<file path="src/shared/uart_tx_params.svh">
// constants for the serial transmitter: offsets, fields, reset values
`ifndef UART_TX_PARAMS_SVH
`define UART_TX_PARAMS_SVH
`define MODE_OFS       12'h000
`define STATUS_OFS     12'h004
`define TXDATA_OFS     12'h008
`define BAUD_OFS       12'h00c
`define PORT_OFS       12'h010
`define MODE_ON_BIT    15
`define MODE_ALT_BIT   10
`define MODE_STOP_BIT  0
`define MODE_FMT_LO    1
`define STA_TXISEL_BIT 15
`define STA_TXEN_BIT   10
`define STA_FULL_BIT   9
`define STA_BRK_BIT    11
`define STA_SHIFTER_EMPTY_FLAG_BIT   8
`define STA_RECEIVER_IDLE_FLAG_BIT  4
`define STA_ADDRESS_DETECT_ENABLE_BIT  5
`define STA_RXISEL_LO  6
`define FMT_8N         2'h0
`define FMT_8E         2'h1
`define FMT_8O         2'h2
`define FMT_9N         2'h3
`define MODE_RESET     16'h0000
`define BAUD_RESET     16'h0000
`define QUEUE_DEPTH    4
`define QUEUE_WIDTH    9
`define PORT_OE_BIT    3
`define PORT_LAT_BIT   2
`define PORT_RXOE_BIT  1
`define PORT_RESET     4'h0
`endif

</file>
<file path="src/shared/uart_tx_pkg.sv">
// types shared by the serial transmitter
package uart_tx_pkg;
  typedef enum logic [2:0] {TX_IDLE, TX_START, TX_DATA, TX_PARITY, TX_STOP} tx_state_e;
  // port pin control seen from the port block
  typedef struct packed {
    logic out_val;
    logic out_en;
  } pin_drive_s;
endpackage

</file>
<file path="src/verilog/uart_tx.sv">
// serial transmitter with enable, pin ownership, format select and queue
`timescale 1ns/1ps
`include "uart_tx_params.svh"
// ----------------------------------------------------------------
// What this block does
// - module on drives out pin, in pin input
// - idle transmit line held high
// - reset disables; pins follow port latch/direction
// - disable empties buffers, resets baud counter
// - disable clears flags, sets idle/empty flags
// - disable keeps configuration registers unchanged
// - disable aborts activity; reenable keeps config
// - alternate bit selects alternate pin pair
// - format field picks data width and parity
// - stop select gives one or two stops
// - power on format is 8N1
// - transmit only with transmit enable set
// - written byte loads empty shifter immediately
// - enable after write starts output immediately
// - transmit interrupt follows select bit
// - queue four deep, nine wide, plus shifter
// - full flag shows queue cannot accept
// - write to full queue is discarded
// - queue cleared by reset or disable
// ----------------------------------------------------------------
module uart_tx #(
  parameter int DEPTH = `QUEUE_DEPTH,
  parameter int WIDTH = `QUEUE_WIDTH
) (
  // clock and reset
  input  wire logic        clock,
  input  wire logic        rst_n,
  // ahb-lite slave
  input  wire logic        hsel,
  input  wire logic [11:0] haddr,
  input  wire logic [1:0]  htrans,
  input  wire logic        hwrite,
  input  wire logic [2:0]  hsize,
  input  wire logic [31:0] hwdata,
  input  wire logic        hready,
  output logic      [31:0] hrdata,
  output logic             hreadyout,
  output logic             hresp,
  // primary pins
  output logic             serial_out_pin_o,
  output logic             serial_out_pin_oe,
  input  wire logic        serial_in_pin,
  output logic             serial_in_pin_oe,
  // alternate pins
  output logic             alt_serial_out_pin_o,
  output logic             alt_serial_out_pin_oe,
  input  wire logic        alt_serial_in_pin,
  output logic             alt_serial_in_pin_oe,
  // receive line as seen by the (absent) receiver
  output logic             rx_line,
  // transmit interrupt request
  output logic             tx_irq
);
  // ----------------------------------------------------------------
  // bus slave
  // ----------------------------------------------------------------
  logic [11:0] addr_r;           // latched address phase
  logic        wr_r;             // pending write
  logic        rd_r;             // pending read
  logic        ap_valid;         // address phase accepted
  assign ap_valid  = hsel && hready && htrans[1];
  assign hreadyout = 1'b1;       // zero wait states
  assign hresp     = 1'b0;

  // address phase capture
  always_ff @(posedge clock or negedge rst_n) begin
    if (!rst_n) begin
      addr_r <= 12'h000;
      wr_r   <= 1'b0;
      rd_r   <= 1'b0;
    end else begin
      addr_r <= haddr;
      wr_r   <= ap_valid && hwrite;
      rd_r   <= ap_valid && !hwrite;
    end
  end

  // decode helper, used for write and read paths
  function automatic logic hit(input logic [11:0] a, input logic [11:0] ofs);
    hit = (a[11:2] == ofs[11:2]);
  endfunction

  logic wr_mode, wr_sta, wr_tx, wr_baud, wr_port;
  assign wr_mode = wr_r && hit(addr_r, `MODE_OFS);
  assign wr_sta  = wr_r && hit(addr_r, `STATUS_OFS);
  assign wr_tx   = wr_r && hit(addr_r, `TXDATA_OFS);
  assign wr_baud = wr_r && hit(addr_r, `BAUD_OFS);
  assign wr_port = wr_r && hit(addr_r, `PORT_OFS);

  // ----------------------------------------------------------------
  // configuration registers
  // ----------------------------------------------------------------
  logic [15:0] mode_r;           // serial_mode_reg
  logic [15:0] baud_r;           // baud_divisor_reg
  logic        txen_r;           // transmit_enable_bit
  logic        brk_r;            // send_break_bit
  logic        txisel_r;         // tx_irq_select
  logic        address_detect_enable_r;          // address_detect_enable
  logic [1:0]  rxisel_r;         // rx_irq_select
  logic [3:0]  port_r;           // {dir_tx, lat_tx, dir_rx, lat_rx} port bits
  logic        module_on;
  logic        alt_sel;
  logic [1:0]  fmt;
  logic        two_stop;
  assign module_on = mode_r[`MODE_ON_BIT];
  assign alt_sel   = mode_r[`MODE_ALT_BIT];
  assign fmt       = mode_r[`MODE_FMT_LO+1:`MODE_FMT_LO];
  assign two_stop  = mode_r[`MODE_STOP_BIT];

  // mode and divisor are untouched by disable; reset gives 8N1 off
  always_ff @(posedge clock or negedge rst_n) begin
    if (!rst_n) begin
      mode_r <= `MODE_RESET;
      baud_r <= `BAUD_RESET;
      port_r <= `PORT_RESET;
    end else begin
      if (wr_mode) mode_r <= hwdata[15:0];
      if (wr_baud) baud_r <= hwdata[15:0];
      if (wr_port) port_r <= hwdata[3:0];
    end
  end

  // status control bits; disable clears enable and break only
  always_ff @(posedge clock or negedge rst_n) begin
    if (!rst_n) begin
      txen_r   <= 1'b0;
      brk_r    <= 1'b0;
      txisel_r <= 1'b0;
      address_detect_enable_r  <= 1'b0;
      rxisel_r <= 2'h0;
    end else begin
      if (wr_sta) begin
        txisel_r <= hwdata[`STA_TXISEL_BIT];
        address_detect_enable_r  <= hwdata[`STA_ADDRESS_DETECT_ENABLE_BIT];
        rxisel_r <= hwdata[`STA_RXISEL_LO+1:`STA_RXISEL_LO];
      end
      if (!module_on) begin
        txen_r <= 1'b0;
        brk_r  <= 1'b0;
      end else if (wr_sta) begin
        txen_r <= hwdata[`STA_TXEN_BIT];
        brk_r  <= hwdata[`STA_BRK_BIT];
      end
    end
  end

  // ----------------------------------------------------------------
  // transmit queue
  // ----------------------------------------------------------------
  localparam int PW = $clog2(DEPTH);
  logic [WIDTH-1:0] q_mem [DEPTH];
  logic [PW-1:0]    q_wp, q_rp;
  logic [PW:0]      q_cnt;
  logic             q_full, q_empty, q_push, q_pop;
  assign q_full  = (q_cnt == (PW+1)'(DEPTH));
  assign q_empty = (q_cnt == '0);
  assign q_push  = wr_tx && module_on && !q_full;

  // queue storage; only disable or reset empties it
  always_ff @(posedge clock or negedge rst_n) begin
    if (!rst_n) begin
      q_wp  <= '0;
      q_rp  <= '0;
      q_cnt <= '0;
    end else if (!module_on) begin
      q_wp  <= '0;
      q_rp  <= '0;
      q_cnt <= '0;
    end else begin
      if (q_push) q_wp <= PW'((q_wp + 1'b1) % DEPTH);
      if (q_pop)  q_rp <= PW'((q_rp + 1'b1) % DEPTH);
      q_cnt <= q_cnt + (PW+1)'(q_push) - (PW+1)'(q_pop);
    end
  end

  // storage without reset; pointers define validity
  always_ff @(posedge clock) begin
    if (q_push) q_mem[q_wp] <= hwdata[WIDTH-1:0];
  end

  // ----------------------------------------------------------------
  // baud tick
  // ----------------------------------------------------------------
  logic [15:0] baud_cnt_r;
  logic        tick;
  logic        run;
  assign tick = (baud_cnt_r == 16'h0000);
  assign run  = module_on && txen_r;

  // counter held cleared until the transmitter runs, so first tick is instant
  always_ff @(posedge clock or negedge rst_n) begin
    if (!rst_n) baud_cnt_r <= 16'h0000;
    else if (!run) baud_cnt_r <= 16'h0000;
    else if (tick) baud_cnt_r <= baud_r;
    else baud_cnt_r <= baud_cnt_r - 16'h0001;
  end

  // ----------------------------------------------------------------
  // shifter
  // ----------------------------------------------------------------
  uart_tx_pkg::tx_state_e st_r;
  logic [8:0] sh_r;              // tx_shift_reg
  logic       sh_full_r;         // shifter holds a character
  logic [3:0] bit_r;             // bit counter
  logic       par_r;             // running parity
  logic       line_r;            // serial line value
  logic [3:0] nbits;
  assign nbits = (fmt == `FMT_9N) ? 4'h9 : 4'h8;
  // shifter loads from queue when it is empty, even with transmit off
  assign q_pop = module_on && !sh_full_r && !q_empty;

  // frame sequencer, advances on baud ticks
  always_ff @(posedge clock or negedge rst_n) begin
    if (!rst_n) begin
      st_r <= uart_tx_pkg::TX_IDLE;
      sh_r <= 9'h000;
      sh_full_r <= 1'b0;
      bit_r <= 4'h0;
      par_r <= 1'b0;
      line_r <= 1'b1;
    end else if (!module_on) begin
      st_r <= uart_tx_pkg::TX_IDLE;
      sh_full_r <= 1'b0;
      line_r <= 1'b1;
    end else begin
      if (q_pop) begin
        sh_r <= q_mem[q_rp];
        sh_full_r <= 1'b1;
      end
      if (run && tick) begin
        unique case (st_r)
          uart_tx_pkg::TX_IDLE: if (sh_full_r) begin
            line_r <= 1'b0;
            st_r <= uart_tx_pkg::TX_START;
            bit_r <= 4'h0;
            par_r <= (fmt == `FMT_8O);
          end
          uart_tx_pkg::TX_START, uart_tx_pkg::TX_DATA: begin
            line_r <= sh_r[bit_r];
            par_r <= par_r ^ sh_r[bit_r];
            bit_r <= bit_r + 4'h1;
            st_r <= (bit_r + 4'h1 == nbits) ?
                    ((fmt == `FMT_8E || fmt == `FMT_8O) ? uart_tx_pkg::TX_PARITY
                                                        : uart_tx_pkg::TX_STOP)
                    : uart_tx_pkg::TX_DATA;
            if (bit_r + 4'h1 == nbits && !(fmt == `FMT_8E || fmt == `FMT_8O))
              bit_r <= 4'h0;
          end
          uart_tx_pkg::TX_PARITY: begin
            line_r <= par_r;
            st_r <= uart_tx_pkg::TX_STOP;
            bit_r <= 4'h0;
          end
          uart_tx_pkg::TX_STOP: begin
            line_r <= 1'b1;
            bit_r <= bit_r + 4'h1;
            if (bit_r == {3'h0, two_stop}) begin
              st_r <= uart_tx_pkg::TX_IDLE;
              sh_full_r <= q_pop;
            end
          end
        endcase
      end
    end
  end

  logic shifter_empty_flag;
  assign shifter_empty_flag = !sh_full_r && (st_r == uart_tx_pkg::TX_IDLE);

  // ----------------------------------------------------------------
  // pins
  // ----------------------------------------------------------------
  logic tx_val;
  assign tx_val = brk_r ? 1'b0 : line_r;
  uart_tx_pkg::pin_drive_s port_tx, own_tx;
  assign port_tx = '{out_val: port_r[`PORT_LAT_BIT], out_en: port_r[`PORT_OE_BIT]};
  assign own_tx  = '{out_val: tx_val, out_en: 1'b1};

  // pin ownership: module overrides port direction and latch
  always_comb begin
    serial_out_pin_o      = port_r[`PORT_LAT_BIT];
    serial_out_pin_oe     = port_r[`PORT_OE_BIT];
    alt_serial_out_pin_o  = port_r[`PORT_LAT_BIT];
    alt_serial_out_pin_oe = port_r[`PORT_OE_BIT];
    serial_in_pin_oe      = port_r[`PORT_RXOE_BIT];
    alt_serial_in_pin_oe  = port_r[`PORT_RXOE_BIT];
    rx_line               = 1'b1;
    if (module_on) begin
      if (alt_sel) begin
        alt_serial_out_pin_o  = own_tx.out_val;
        alt_serial_out_pin_oe = own_tx.out_en;
        alt_serial_in_pin_oe  = 1'b0;
        rx_line               = alt_serial_in_pin;
      end else begin
        serial_out_pin_o  = own_tx.out_val;
        serial_out_pin_oe = own_tx.out_en;
        serial_in_pin_oe  = 1'b0;
        rx_line           = serial_in_pin;
      end
    end else begin
      serial_out_pin_o  = port_tx.out_val;
      serial_out_pin_oe = port_tx.out_en;
    end
  end

  // transmit interrupt: select 0 on queue slot free, 1 on shifter empty
  assign tx_irq = module_on && txen_r && (txisel_r ? shifter_empty_flag : !q_full);

  // ----------------------------------------------------------------
  // read path
  // ----------------------------------------------------------------
  logic [15:0] sta_view;
  always_comb begin
    sta_view = 16'h0000;
    sta_view[`STA_TXISEL_BIT] = txisel_r;
    sta_view[`STA_BRK_BIT]    = brk_r;
    sta_view[`STA_TXEN_BIT]   = txen_r;
    sta_view[`STA_FULL_BIT]   = module_on && q_full;
    sta_view[`STA_SHIFTER_EMPTY_FLAG_BIT]   = shifter_empty_flag;
    sta_view[`STA_RXISEL_LO+1:`STA_RXISEL_LO] = rxisel_r;
    sta_view[`STA_ADDRESS_DETECT_ENABLE_BIT]  = address_detect_enable_r;
    sta_view[`STA_RECEIVER_IDLE_FLAG_BIT]  = 1'b1;
  end

  // read data muxed from the registers while the data phase stands
  always_comb begin
    hrdata = 32'h0000_0000;
    if (rd_r) begin
      if (hit(addr_r, `MODE_OFS))   hrdata = {16'h0000, mode_r};
      if (hit(addr_r, `STATUS_OFS)) hrdata = {16'h0000, sta_view};
      if (hit(addr_r, `BAUD_OFS))   hrdata = {16'h0000, baud_r};
      if (hit(addr_r, `PORT_OFS))   hrdata = {28'h0000000, port_r};
    end
  end

  // ----------------------------------------------------------------
  // assertions
  // ----------------------------------------------------------------
  idle_high_a: assert property (@(posedge clock) disable iff (!rst_n)
    (module_on && !brk_r && st_r == uart_tx_pkg::TX_IDLE && !alt_sel)
      |-> serial_out_pin_o && serial_out_pin_oe) else $error("idle line not high");
  full_drop_a: assert property (@(posedge clock) disable iff (!rst_n)
    (wr_tx && q_full && !q_pop) |=> $stable(q_cnt)) else $error("full write taken");
  off_empty_a: assert property (@(posedge clock) disable iff (!rst_n)
    !module_on |=> q_cnt == '0 && !sh_full_r) else $error("disable kept data");
  // a disable may still send the sequencer home, so only an enabled module is held
  no_tx_a: assert property (@(posedge clock) disable iff (!rst_n)
    (!txen_r && module_on) |=> $stable(st_r)) else $error("sent while disabled");
  off_flags_a: assert property (@(posedge clock) disable iff (!rst_n)
    !module_on |=> !txen_r && !brk_r) else $error("flags kept on disable");
  load_now_a: assert property (@(posedge clock) disable iff (!rst_n)
    (q_push && q_empty && !sh_full_r) |=> ##1 sh_full_r) else $error("no load");
  start_now_a: assert property (@(posedge clock) disable iff (!rst_n)
    (run && tick && sh_full_r && st_r == uart_tx_pkg::TX_IDLE) |=> !line_r)
    else $error("no start bit");
  cnt_max_a: assert property (@(posedge clock) disable iff (!rst_n)
    q_cnt <= (PW+1)'(DEPTH)) else $error("queue overfilled");
  frame_c: cover property (@(posedge clock) disable iff (!rst_n)
    st_r == uart_tx_pkg::TX_STOP ##1 st_r == uart_tx_pkg::TX_IDLE);
  full_c: cover property (@(posedge clock) disable iff (!rst_n) q_full);
  par_c: cover property (@(posedge clock) disable iff (!rst_n)
    st_r == uart_tx_pkg::TX_PARITY);
endmodule // uart_tx

</file>
<file path="config.mk">
export PLATFORM = sky130hd
export DESIGN_NAME = uart_tx
export DESIGN_NICKNAME = d
export VERILOG_FILES = /design/src/shared/uart_tx_pkg.sv /design/src/verilog/uart_tx.sv
export VERILOG_INCLUDE_DIRS = /design/src /design/src/shared
export SDC_FILE = /design/constraint.sdc
export NUM_CORES = 1
export LEC_CHECK = 0
export ABC_AREA = 0
export BUFFER_PORTS_ARGS = -buffer_cell sky130_fd_sc_hd__buf_2
export CAP_MARGIN = 25
export CORE_MARGIN = 3
export CORE_UTILIZATION = 43
export CTS_CLUSTER_SIZE = 28
export DETAILED_ROUTE_END_ITERATION = 8
export GPL_ROUTABILITY_DRIVEN = 0
export PLACE_DENSITY = 0.65
export SLEW_MARGIN = 40
export SYNTH_ARGS = -nofsm -noshare
export SYNTH_HDL_FRONTEND = slang
export SYNTH_SLANG_ARGS = --single-unit
</file>
<file path="constraint.sdc">
create_clock -name clock -period 3.4 [get_ports clock]
set_input_delay 0.51 -clock clock [delete_from_list [all_inputs] [get_ports clock]]
set_output_delay 0.51 -clock clock [all_outputs]
set_load 0.1 [all_outputs]
</file>
---- After elaboration in Yosys (flattened, before gate mapping) ----
Memories as Yosys holds them, arrays and structs flattened. A register that Yosys moved wholly into a read port is not among the register bits.
Index checks and enable logic that the tools add are counted.
W data, S select, Z words.
storage, ports and cells
  memory bits (writable) .................. 36
  word-level logic and storage cells ...... 145
  output and inout bits ................... 42
  register bits after elaboration ......... 89
  input bits .............................. 56
  memories kept ........................... 1
operators by class
  $lt $le $gt $ge ......................... 1
  reduce and logical (&&, ||, !) cells .... 37
  equality and inequality tests ........... 21
  mux-type cells .......................... 58
  bitwise operators ....................... 1
  add/subtract/negate cells ............... 6
memories
  name   words  width  rd ports  clocked after Yosys merged registers in  write ports  line            source
  q_mem  4      9      1         1                                        1            uart_tx.sv:156  logic [WIDTH-1:0] q_mem [DEPTH];
operators by type and width
  operator                 count
  $mux W32                 4
  $mux W16                 3
  $mux W1                  33
  $mux W3                  7
  $eq A10 B2 Y1 const B    2
  $logic_and A1 B1 Y1      19
  $logic_not A16 Y1        1
  $pmux W4 S4              1
  $sub A16 B1 Y16 const B  1
  $pmux W3 S4              1
  $eq A10 B1 Y1 const B    1
  $eq A10 B3 Y1 const B    1
  $logic_not A10 Y1        1
  $mux W2                  4
  $mux W4                  2
  $eq A3 B2 Y1 const B     2
  $eq A3 B3 Y1 const B     2
  $logic_not A1 Y1         6
  $logic_not A3 Y1         2
  $ne A2 B1 Y1 const B     3
  $ne A3 B3 Y1 const B     2
  $reduce_and A3 Y1        2
  $lt A4 B5 Y1 const B     1
  $add A2 B1 Y2 const B    2
  other kinds (18)         21

---- Longest topological paths before layout ----
Gate-level depths: netlist of run 1.
  word-level depth ........................ 8
  depth in mapped cells ................... 12
  mapped depth without buffers ............ 12

---- Worst setup path before layout of run 1 ----
OpenSTA, ideal clock, no wires.
  kind .................................... reg-to-output
  from .................................... register addr_r[6]
  to ...................................... output port hrdata[2]
  arrival ................................. 3.815 ns
  cell stages (with the launch flop) ...... 7
  slack ................................... -0.925 ns
  path through ............................ dfrtp_1 -> or4_4 -> nor3_4 -> and2_1 -> clkbuf_1 -> nand2_1 -> a21boi_0
between the ends
  cells in the longest elaborated chain, start to end .. 6
  elaborated cells on any way between the ends .. 9
ends and longest elaborated chain
  what                      line            source
  start: declaration        uart_tx.sv:62   logic [11:0] addr_r;
  start signal: assignment  uart_tx.sv:77   addr_r <= haddr;
  $logic_not A10 Y1         uart_tx.sv:85   hit = (a[11:2] == ofs[11:2]);
  $mux W16                  uart_tx.sv:334  if (hit(addr_r, `MODE_OFS)) hrdata = {16'h0000, mode_r};
  $mux W32                  uart_tx.sv:335  if (hit(addr_r, `STATUS_OFS)) hrdata = {16'h0000, sta_view};
  $mux W32                  uart_tx.sv:336  if (hit(addr_r, `BAUD_OFS)) hrdata = {16'h0000, baud_r};
  $mux W32 *                uart_tx.sv:337  if (hit(addr_r, `PORT_OFS)) hrdata = {28'h0000000, port_r};
  $mux W32 *                uart_tx.sv:333  if (rd_r) begin
  end: declaration          uart_tx.sv:41   output logic [31:0] hrdata,
Every way passes the cells marked *; elsewhere a longest branch is shown, timed or not.

---- Final worst setup path of run 1 ----
  from .................................... register addr_r[6]
  to ...................................... output port hrdata[3]
Same word-level chain as after synthesis.

==> results of run 1 <==
-- worst paths after layout --
path / startpoint / endpoint / slack [ps] / cells past startpoint
min in group clock: haddr[6] / addr_r[6] / 200 / 1
setup reg to reg: addr_r[6] / q_cnt[2] / 470 / 12
hold reg to reg: baud_cnt_r[0] / baud_cnt_r[0] / 490 / 1
setup / recovery: addr_r[6] / hrdata[3] / 160 / 6
max in group asynchronous: rst_n / mode_r[5] / 2640 / 2
hold / removal: rst_n / baud_r[9] / 70 / 1
-- registers in the layout (all words and copies together) (netlist names), 2 cells and up --
register,cells
baud_r,16
baud_cnt_r,16
port_r,4
sh_r,9
bit_r,4
q_wp,2
mode_r,16
addr_r,10
q_mem,36
q_rp,2
rxisel_r,2
q_cnt,3
st_r,3
-- routing by layer --
metal,global-route usage [%],share of wire (%),wire length (um),vias up
li1,-,-,-,1988
met1,24.5,44,6040,2134
met2,27.0,48,6610,123
met3,4.35,5.8,796,23
met4,7.13,2.1,293,0
met5,0,0,0,-
-- cells by family (layout without fill, tap and decap cells) --
| family | after synthesis | in the layout | share of synthesized area, % |
|---|---|---|---|
| and+or+nand+nor | 151 | 151 | 13.0 |
| DFF | 132 | 132 | 54.9 |
| AOI/OAI and AO/OA | 82 | 82 | 8.79 |
| muxes | 66 | 66 | 13.4 |
| buffers and inverters | 65 | 124 | 5.10 |
| xor gates and xnor gates | 15 | 15 | 2.07 |
| adders and majority gates | 13 | 13 | 2.64 |
| other | 2 | 18 | 0.118 |
-- cell usage after synthesis, types with 10 or more instances --
cell type  number
a211oi_1       14
a21oi_1        12
and2_1         10
buf_4          18
clkbuf_1       18
dfrtp_1        95
edfxtp_1       36
ha_1           11
inv_1          22
mux2_1         10
mux2_2         41
mux4_2         10
nand2_1        38
nand2b_1       12
nor2_1         40
o21ai_0        20
-- metrics by stage --
stage               instance area (um^2)  setup slack [ps]  power, mW
CTS                                 7470              18.5       4.55
floorplan                           6420              -796       2.32
global route                        7500              38.9       4.68
finish                              7500               162       4.50
detailed placement                  6810               483       2.49
global placement                    6810               499       2.46
-- repair_timing --
action,CTS,global route
gates resized for setup,0,7
endpoints found under the setup margin,0,11
endpoints found under the hold margin,0,0
-- where the power goes --
group	internal [mW]	switching, mW	leakage, nW
registers	1.74	0.114	1.52
clock network	1.37	0.669	0.314
logic	0.266	0.335	1.36
-- final cells by class --
class	count	area share [%]
Multi-Input combinational cell	345	35.0
Sequential cell	132	46.5
Inverter	22	1.10
Clock buffer	19	5.78
Timing Repair Buffer	70	5.52
Clock inverter	13	3.07
Tap cell	180	3.00
==> metrics.sh, run 1 <==
ASYNCSETRESETFLOPFRACSYNTH_PCT=72.7
IO_BUFFERS=57
FLOORPLAN.DIE_AREA_UM2=16300
AVGSYNTHCELLAREA_UM2=12.1
FMAXACHIEVABLE_GHz=0.309
TOTAL_BUFFERS_AND_INVERTERS_TRAVERSED_BY_THE_CRITICAL_PATH=1
FINAL_MAX_SLEW_VIOL_COUNT=0
MAXIMUM_NUMBER_OF_PINS_ON_ONE_NET_BEFORE_GLOBAL_ROUTE_REPAIR=62
CRITICAL_PATH.MAX_FANOUT=6
CTS-HTREE-LEVELS=4
FINAL_COMMON_CELL='dfrtp_1'
CTS_TREE='built'
NNETSFINAL=656
MAXIMUM_SINGLE_STAGE_DELAY_ON_THE_CRITICAL_PATH_PS=570
FIN_UTIL_PCT=53.0
HPWL_UM=9530
SYNTH_TOP_CELL_AREA_SHARE_PCT=37.4
FILLERINSTANCES=1193
PLACE_INST=749
CTS-HOLD-FIX-BUFFERS=0
POST_DRT_WL_PER_CELL_UM=17.6
MAX_SLEW.WORST_PIN.SLEW_PS=639
CRITPATHKIND='reg2out'
DRIVE_ABOVE_1_SHARE_PCT=28.5
YS_SEQ_ELEMENTS=132
CLOCK_SINK_COUNT=132
PERIOD_NEEDED_PS=3240
MAIN_FLOP_TYPE_AFTER_SYNTHESIS='dfrtp_1'
DIE_HEIGHT_UM=128
CLOCK_SKEW_PS=4.75
CTS_BUFFER_DEPTH=2
MULTIINPUTGATEAREA_UM2=2630
CRITPATHLAUNCHTYPE='flip-flop'
IR_DROP_V=0.000334
PWR_CELL_AREA_nW_PER_UM2=601
STARTING_DENSITY_OF_THE_CORE_PCT=44.9
STATUS='finished, final reports clean'
FINAL_HOLD_VIOL_COUNT=0
WORST-ENDPOINT-ARRIVAL_PS=2730
YS_TYPES=67
INSERTION_DELAY_PS=420
HEADROOM_TO_THE_MAX_SLEW_LIMIT_PCT=57.4
GRT_FIRST_PASS_WIRELENGTH_UM=22200
TOTALWIRELENGTH_UM=13700
TIMING.MAX_CAP.VIOLATIONS=0
CP_TOP_FAMILY='simple AND/OR/NAND/NOR gates'
LEAKAGEPOWER_nW=3.20
CLK_ROOT_BUFFER_CELL='clkbuf_16'
SYNTH_SEQUENTIAL_AREA_RATIO_PCT=54.9
GRT_OVERFLOW=0
SETUP.WORST_PATH.END_CLASS='output port'
INITIAL_ANTENNA_VIOLATION_COUNT=0
POST-CTS-SETUP-BUFFERS=0
TIMING.CRITICAL_PATH.SLOWEST_STAGE_CELL='or4_4'
NETLIST_AREA_UM2=6350
ANTENNA_LEFT=0
CLK_PIN_SLEW_WORST_PATHS_PS=60
FIRST_GLOBAL_VIAS=4179
STDCELL_COUNT=781
YS.WARNINGS.COUNT=0
GRTUSAGETOTAL_PCT=17.7
NETLIST.TOP_CELL.BY_AREA='dfrtp_1'
ANTENNA_CELLS_INSERTED=0
SYNTH.TOP_CELLS.BY_AREA='dfrtp_1 37%, edfxtp_1 17%, mux2_2 7.3%'
MIN_PERIOD_OVER_PERIOD_PCT=95.2
ROWS=43
DRCVIOLATIONCOUNT=0
SETUP-VIOLATIONS-FINAL=0
LAYOUT.AREA.SEQ_UM2=3480
VIAS=4268
FIN_HOLD_WS_PS=65.0
COREAREA_UM2=14100
SYN2LAYOUT_AREA_GROWTH_PCT=18.0
TRITONCTS.NUM_BUFFERS=17
CRITICAL_PATH.CELL_CHAIN='or4_4 > nor3_4 > and2_0 > a22oi_1 > a21boi_2 > buf_2'
TIMING.HOLD.WORST.CLASS='in2async'
BOUNDARYPINS=98
COUNT_OF_FLIP_FLOPS_WITH_A_BUILT_IN_ENABLE_AFTER_SYNTHESIS=36
DIE_WIDTH_UM=128
VIAS_PER_CELL=5.46
FIRSTDRTPASSITERS=6
WORST-ENDPOINT-REQUIRED_PS=2890
INITIALDRTVIOLATIONCOUNT=257
RSZ0062_AT_GRT='false'
FINALSETUPTNS_PS=0
LEADING_CELL_TYPES_IN_THE_LAYOUT_FILL_AND_TAPS_EXCLUDED='95 x dfrtp_1, 51 x buf_2, 41 x mux2_2, 40 x nor2_1, 37 x nand2_1'
SYNTHCELLS=526
Power figures use the tool's default switching activity.
==> inputs of run 2 (changes only) <==
--- a/config.mk
+++ b/config.mk
@@ -7,14 +7,15 @@
 export NUM_CORES = 1
 export LEC_CHECK = 0
 export ABC_AREA = 0
-export BUFFER_PORTS_ARGS = -buffer_cell sky130_fd_sc_hd__buf_2
-export CAP_MARGIN = 25
+export CAP_MARGIN = 40
 export CORE_MARGIN = 3
 export CORE_UTILIZATION = 43
+export CTS_BUF_LIST = sky130_fd_sc_hd__clkbuf_8 sky130_fd_sc_hd__clkbuf_16
 export CTS_CLUSTER_SIZE = 28
 export DETAILED_ROUTE_END_ITERATION = 8
+export DONT_BUFFER_PORTS = 1
 export GPL_ROUTABILITY_DRIVEN = 0
-export PLACE_DENSITY = 0.65
+export PLACE_DENSITY = 0.6
 export SLEW_MARGIN = 40
 export SYNTH_ARGS = -nofsm -noshare
 export SYNTH_HDL_FRONTEND = slang
==> metrics.sh, run 2 (same netlist as run 1, synthesis figures left out) <==
STATUS='finished, final reports clean'
CLK_ROOT_BUFFER_CELL='clkbuf_16'
CRITPATHLAUNCHTYPE='flip-flop'
CTS-HTREE-LEVELS=4  # unchanged
TOTALWIRELENGTH_UM=13900  # +0.87%
INITIAL_ANTENNA_VIOLATION_COUNT=0  # unchanged
GRTUSAGETOTAL_PCT=18.1  # +0.35 points
FINAL_MAX_SLEW_VIOL_COUNT=0  # unchanged
MIN_PERIOD_OVER_PERIOD_PCT=93.0  # -2.2 points
GRT_FIRST_PASS_WIRELENGTH_UM=22600  # +1.8%
CLK_PIN_SLEW_WORST_PATHS_PS=60  # about the same
LAYOUT.AREA.SEQ_UM2=3480  # unchanged
MULTIINPUTGATEAREA_UM2=2780  # +5.8%
CTS_BUFFER_DEPTH=2  # unchanged
COREAREA_UM2=14100  # unchanged
LEAKAGEPOWER_nW=3.05  # -4.6%
WORST-ENDPOINT-ARRIVAL_PS=2650  # -80 ps
TRITONCTS.NUM_BUFFERS=17  # unchanged
ANTENNA_CELLS_INSERTED=0  # unchanged
POWER_FRAC_CLOCK_PCT=42.1  # -3.3 points
IO_BUFFERS=0  # -100%
FIN_HOLD_WS_PS=12.4  # -52.6 ps
TIMING.HOLD.WORST.CLASS='in2async'
FINAL_COMMON_CELL='dfrtp_1'
MAXIMUM_NUMBER_OF_PINS_ON_ONE_NET_BEFORE_GLOBAL_ROUTE_REPAIR=97  # +56%
VIAS_PER_CELL=5.47  # about the same
POWER.SWITCHING_FRACTION_PCT=26.6  # +1.7 points
FINAL_HOLD_VIOL_COUNT=0  # unchanged
CLOCK_SKEW_PS=13.6  # +8.86 ps
CRITICAL_PATH.MAX_FANOUT=4  # -2
DPL-INSTANCE-AREA_UM2=6880  # +0.97%
CLOCK_SINK_COUNT=132  # unchanged
DRCVIOLATIONCOUNT=0  # unchanged
PWR_CELL_AREA_nW_PER_UM2=561  # -6.5%
NNETSFINAL=621  # -5.3%
COMB_POWER_SHARE_PCT=13.7  # +0.3 points
CTS_TREE='built'
INSERTION_DELAY_PS=420  # about the same
HEADROOM_TO_THE_MAX_SLEW_LIMIT_PCT=51.6  # -5.8 points
DIE_HEIGHT_UM=128  # unchanged
FINALINSTANCEAREA_UM2=7480  # -0.18%
SEQ_POWER_SHARE_PCT=44.1  # +2.8 points
FILLERINSTANCES=1184  # -0.75%
GRT_OVERFLOW=0  # unchanged
REGMOSTFLOPS='q_mem'
VIAS=4079  # -4.4%
FIN_UTIL_PCT=52.9  # -0.097 points
INITIALDRTVIOLATIONCOUNT=236  # -8.2%
FIRSTDRTPASSITERS=4  # -2
CELLINTERNALPOWER_mW=3.08  # -8.8%
ROWS=43  # unchanged
POST_DRT_WL_PER_CELL_UM=18.6  # +5.6%
BOUNDARYPINS=98  # unchanged
PERIOD_NEEDED_PS=3160  # -75.1 ps
IR_DROP_V=0.000401  # +20%
DRIVE_ABOVE_1_SHARE_PCT=26.5  # -2.0 points
STARTING_DENSITY_OF_THE_CORE_PCT=44.9  # unchanged
FMAXACHIEVABLE_GHz=0.316  # +2.4%
SETUP.WORST_PATH.END_CLASS='output port'
LARGEST_REG_FLOPS=36  # unchanged
RSZ0062_AT_GRT='false'
ANTENNA_LEFT=0  # unchanged
CRITPATHKIND='reg2out'
LEADING_CELL_TYPES_IN_THE_LAYOUT_FILL_AND_TAPS_EXCLUDED='95 x dfrtp_1, 41 x mux2_2, 37 x nand2_1, 36 x edfxtp_1, 35 x nor2_1'
DIE_WIDTH_UM=128  # unchanged
SETUP-VIOLATIONS-FINAL=0  # unchanged
WORST-ENDPOINT-REQUIRED_PS=2890  # about the same
FLOORPLAN.DIE_AREA_UM2=16300  # unchanged
MAX_SLEW.WORST_PIN.SLEW_PS=716  # +76.8 ps
P_SW_mW=1.12  # -0.17%
SYN2LAYOUT_AREA_GROWTH_PCT=17.8
TIMING.MAX_CAP.VIOLATIONS=0  # unchanged
FIRST_GLOBAL_VIAS=4167  # -0.29%
HPWL_UM=9500  # -0.27%
==> run 2: final cells by class <==
cell class | instances | share of cell area [%]
tap | 180 | 3.01
inverter | 22 | 1.10
clock buffer | 18 | 5.87
multi-input combinational | 345 | 37.1
timing repair buffer | 35 | 4.45
clock inverter | 14 | 1.87
sequential | 132 | 46.6
==> run 2: per-layer routing <==
metal  GRT usage, %  routed length, um
met1           25.0               6560
met3           4.26                547
met4           6.88                198
met5              0                  0
met2           27.8               6550
==> run 2: worst max-delay path, cell delays in order (launching register included) <==
cell and delay, ps:
dfrtp_1 360, or4_4 560, nor4b_1 660, a222oi_1 240, nor2b_2 220, buf_12 190
==> run 2: what timing repair did <==
item | CTS | global route
gates resized for setup | 0 | 0
buffers inserted | 0 | 0
hold buffers | 1 | 0
endpoints found under the hold margin | 96 | 0
==> run 2: worst paths after layout <==
kind	cells after the start	slack, ps	startpoint	endpoint
max	5	240	addr_r[6]	hrdata[0]
min	1	10	rst_n	baud_cnt_r[2]
max reg2reg	12	510	addr_r[6]	q_cnt[2]
min reg2reg	1	500	rxisel_r[1]	rxisel_r[1]
max in group asynchronous	1	3000	rst_n	bit_r[0]
min in group clock	0	110	haddr[8]	addr_r[8]
==> run 2: per-stage QoR <==
stage | power (mW) | std cells | worst slack (ps) | TNS, ps
4_1_cts | 4.25 | 746 | 276 | 0
3_3_place_gp | 2.42 | 713 | 541 | 0
6_report | 4.20 | 746 | 237 | 0
3_5_place_dp | 2.44 | 713 | 521 | 0
2_1_floorplan | 2.32 | 542 | -796 | -6110
5_1_grt | 4.38 | 746 | 150 | 0
==> run 2: power groups by stage <==
stage	clock (mW)	combinational, mW	sequential, mW
2_1_floorplan	0	0.492	1.83
3_3_place_gp	0	0.539	1.88
3_5_place_dp	0	0.552	1.88
4_1_cts	1.81	0.584	1.86
5_1_grt	1.88	0.627	1.87
6_report	1.77	0.577	1.85
==> inputs of run 3 (changes only) <==
==> constraint.sdc (replaced) <==
create_clock -name clock -period 3.95 [get_ports clock]
set_input_delay 0.5925 -clock clock [delete_from_list [all_inputs] [get_ports clock]]
set_output_delay 0.5925 -clock clock [all_outputs]
set_load 0.1 [all_outputs]
==> metrics.sh, run 3 (same netlist as run 1, synthesis figures left out) <==
CRITPATHLAUNCHTYPE='flip-flop'
ROWS=43  # unchanged
MAX_SLEW.WORST_PIN.SLEW_PS=783  # +67.1 ps
FINALSETUPTNS_PS=0  # unchanged
TIMING.CRITICAL_PATH.SLOWEST_STAGE_CELL='and2_1'
GRT_OVERFLOW=0  # unchanged
MULTIINPUTGATEAREA_UM2=2790  # +0.54%
REGMOSTFLOPS='q_mem'
CTS-HTREE-LEVELS=4  # unchanged
DRCVIOLATIONCOUNT=0  # unchanged
DPL-INSTANCE-AREA_UM2=6780  # -1.5%
INITIALDRTVIOLATIONCOUNT=287  # +22%
CLOCK_SKEW_PS=12.3  # -1.33 ps
WORST-ENDPOINT-ARRIVAL_PS=3020  # +370 ps
MINIMUM_SETUP_SLACK_IN_THE_FINAL_DESIGN_PS=333  # +96.0 ps
CTS_TREE='built'
FIN_HOLD_WS_PS=90.9  # +78.5 ps
GRTUSAGETOTAL_PCT=17.4  # -0.66 points
MAXIMUM_NUMBER_OF_PINS_ON_ONE_NET_BEFORE_GLOBAL_ROUTE_REPAIR=96  # -1.0%
CLK_PIN_SLEW_WORST_PATHS_PS=60  # about the same
RSZ0062_AT_GRT='false'
HPWL_UM=9250  # -2.7%
LARGEST_REG_FLOPS=36  # unchanged
LAYOUT.AREA.SEQ_UM2=3480  # unchanged
CTS_BUFFER_DEPTH=2  # unchanged
CRITICAL_PATH.MAX_FANOUT=9  # +5
SETUP-VIOLATIONS-FINAL=0  # unchanged
POST_DRT_WL_PER_CELL_UM=18.1  # -2.8%
VIAS_PER_CELL=5.45  # -0.36%
CLK_ROOT_BUFFER_CELL='clkbuf_16'
ANTENNA_LEFT=0  # unchanged
TOTAL_BUFFERS_AND_INVERTERS_TRAVERSED_BY_THE_CRITICAL_PATH=1  # unchanged
TIMING.HOLD.WORST.CLASS='in2async'
STATUS='finished, final reports clean'
FIRSTDRTPASSITERS=4  # unchanged
INITIAL_ANTENNA_VIOLATION_COUNT=0  # unchanged
BOUNDARYPINS=98  # unchanged
LEAKAGEPOWER_nW=3.00  # -1.6%
DRIVE_ABOVE_1_SHARE_PCT=26.7  # +0.15 points
FINAL_HOLD_VIOL_COUNT=0  # unchanged
FIN_UTIL_PCT=52.3  # -0.57 points
SYN2LAYOUT_AREA_GROWTH_PCT=16.5
FINAL_COMMON_CELL='dfrtp_1'
MAXIMUM_SINGLE_STAGE_DELAY_ON_THE_CRITICAL_PATH_PS=610  # -50 ps
DPL_WORST_SLACK_PS=778  # +257 ps
WORST-ENDPOINT-REQUIRED_PS=3360  # +470 ps
CRITPATHKIND='reg2out'
INSERTION_DELAY_PS=420  # about the same
PWR_CELL_AREA_nW_PER_UM2=487  # -13%
PLACE_INST=705  # -1.1%
TOTALWIRELENGTH_UM=13300  # -3.7%
POST_CTS_RESIZED=0  # unchanged
CRITICAL_PATH.CELL_CHAIN='or4_4 > nor3_4 > and2_1 > a222oi_1 > nor2b_2 > buf_4'
IR_DROP_V=0.000361  # -10%
FIRST_GLOBAL_VIAS=4100  # -1.6%
CTS-HOLD-FIX-BUFFERS=1  # unchanged
FMAXACHIEVABLE_GHz=0.276
TRITONCTS.NUM_BUFFERS=17  # unchanged
LEADING_CELL_TYPES_IN_THE_LAYOUT_FILL_AND_TAPS_EXCLUDED='95 x dfrtp_1, 41 x mux2_2, 36 x nand2_1, 36 x edfxtp_1, 35 x nor2_1'
SETUP.WORST_PATH.END_CLASS='output port'
ANTENNA_CELLS_INSERTED=0  # unchanged
COREAREA_UM2=14100  # unchanged
STDCELL_COUNT=739  # -0.94%
FILLERINSTANCES=1215  # +2.6%
CP_TOP_FAMILY='simple AND/OR/NAND/NOR gates'
MIN_PERIOD_OVER_PERIOD_PCT=91.6
GRT_FIRST_PASS_WIRELENGTH_UM=22000  # -3.0%
DIE_WIDTH_UM=128  # unchanged
TOTALPOWERFINAL_mW=3.60  # -14%
FLOORPLAN.DIE_AREA_UM2=16300  # unchanged
VIAS=4026  # -1.3%
HEADROOM_TO_THE_MAX_SLEW_LIMIT_PCT=47.1  # -4.5 points
DIE_HEIGHT_UM=128  # unchanged
FINALINSTANCEAREA_UM2=7400  # -1.1%
NNETSFINAL=614  # -1.1%
FINAL_MAX_SLEW_VIOL_COUNT=0  # unchanged
PERIOD_NEEDED_PS=3620
CLOCK_SINK_COUNT=132  # unchanged
POST-CTS-SETUP-BUFFERS=0  # unchanged
STARTING_DENSITY_OF_THE_CORE_PCT=44.9  # unchanged
IO_BUFFERS=0  # unchanged
TIMING.MAX_CAP.VIOLATIONS=0  # unchanged
-- run 3: area by class of cell --
type                    count  area share [%]
flip-flops and latches    132            47.1
multi-input cells         345            37.7
clock buffers              17            5.75
repair buffers             28            3.14
well taps                 180            3.04
clock inverters            15            2.13
inverters                  22            1.12
-- run 3: metal layers --
layer  routed length, um  global-route usage [%]  up-vias
met5                   0                       0        -
met4                 155                    5.62        0
met3                 597                    4.52       13
met2                6400                    27.1       90
met1                6200                    24.1     2018
li1                    -                       -     1905
-- run 3: worst paths after layout --
kind / from / endpoint / depth (start not counted) / slack [ps]
setup / recovery: addr_r[6] / hrdata[0] / 6 / 330
hold / removal: rst_n / baud_cnt_r[2] / 1 / 90
setup reg to reg: addr_r[6] / q_cnt[2] / 12 / 780
hold reg to reg: baud_cnt_r[0] / baud_cnt_r[0] / 1 / 490
max in group asynchronous: rst_n / line_r / 1 / 3350
min in group clock: haddr[2] / addr_r[2] / 0 / 200
-- run 3: report_power, final --
group / internal, mW / total (mW) / switching (mW)
clock network: 0.930 / 1.52 / 0.593
registers: 1.50 / 1.59 / 0.0941
logic: 0.210 / 0.484 / 0.274
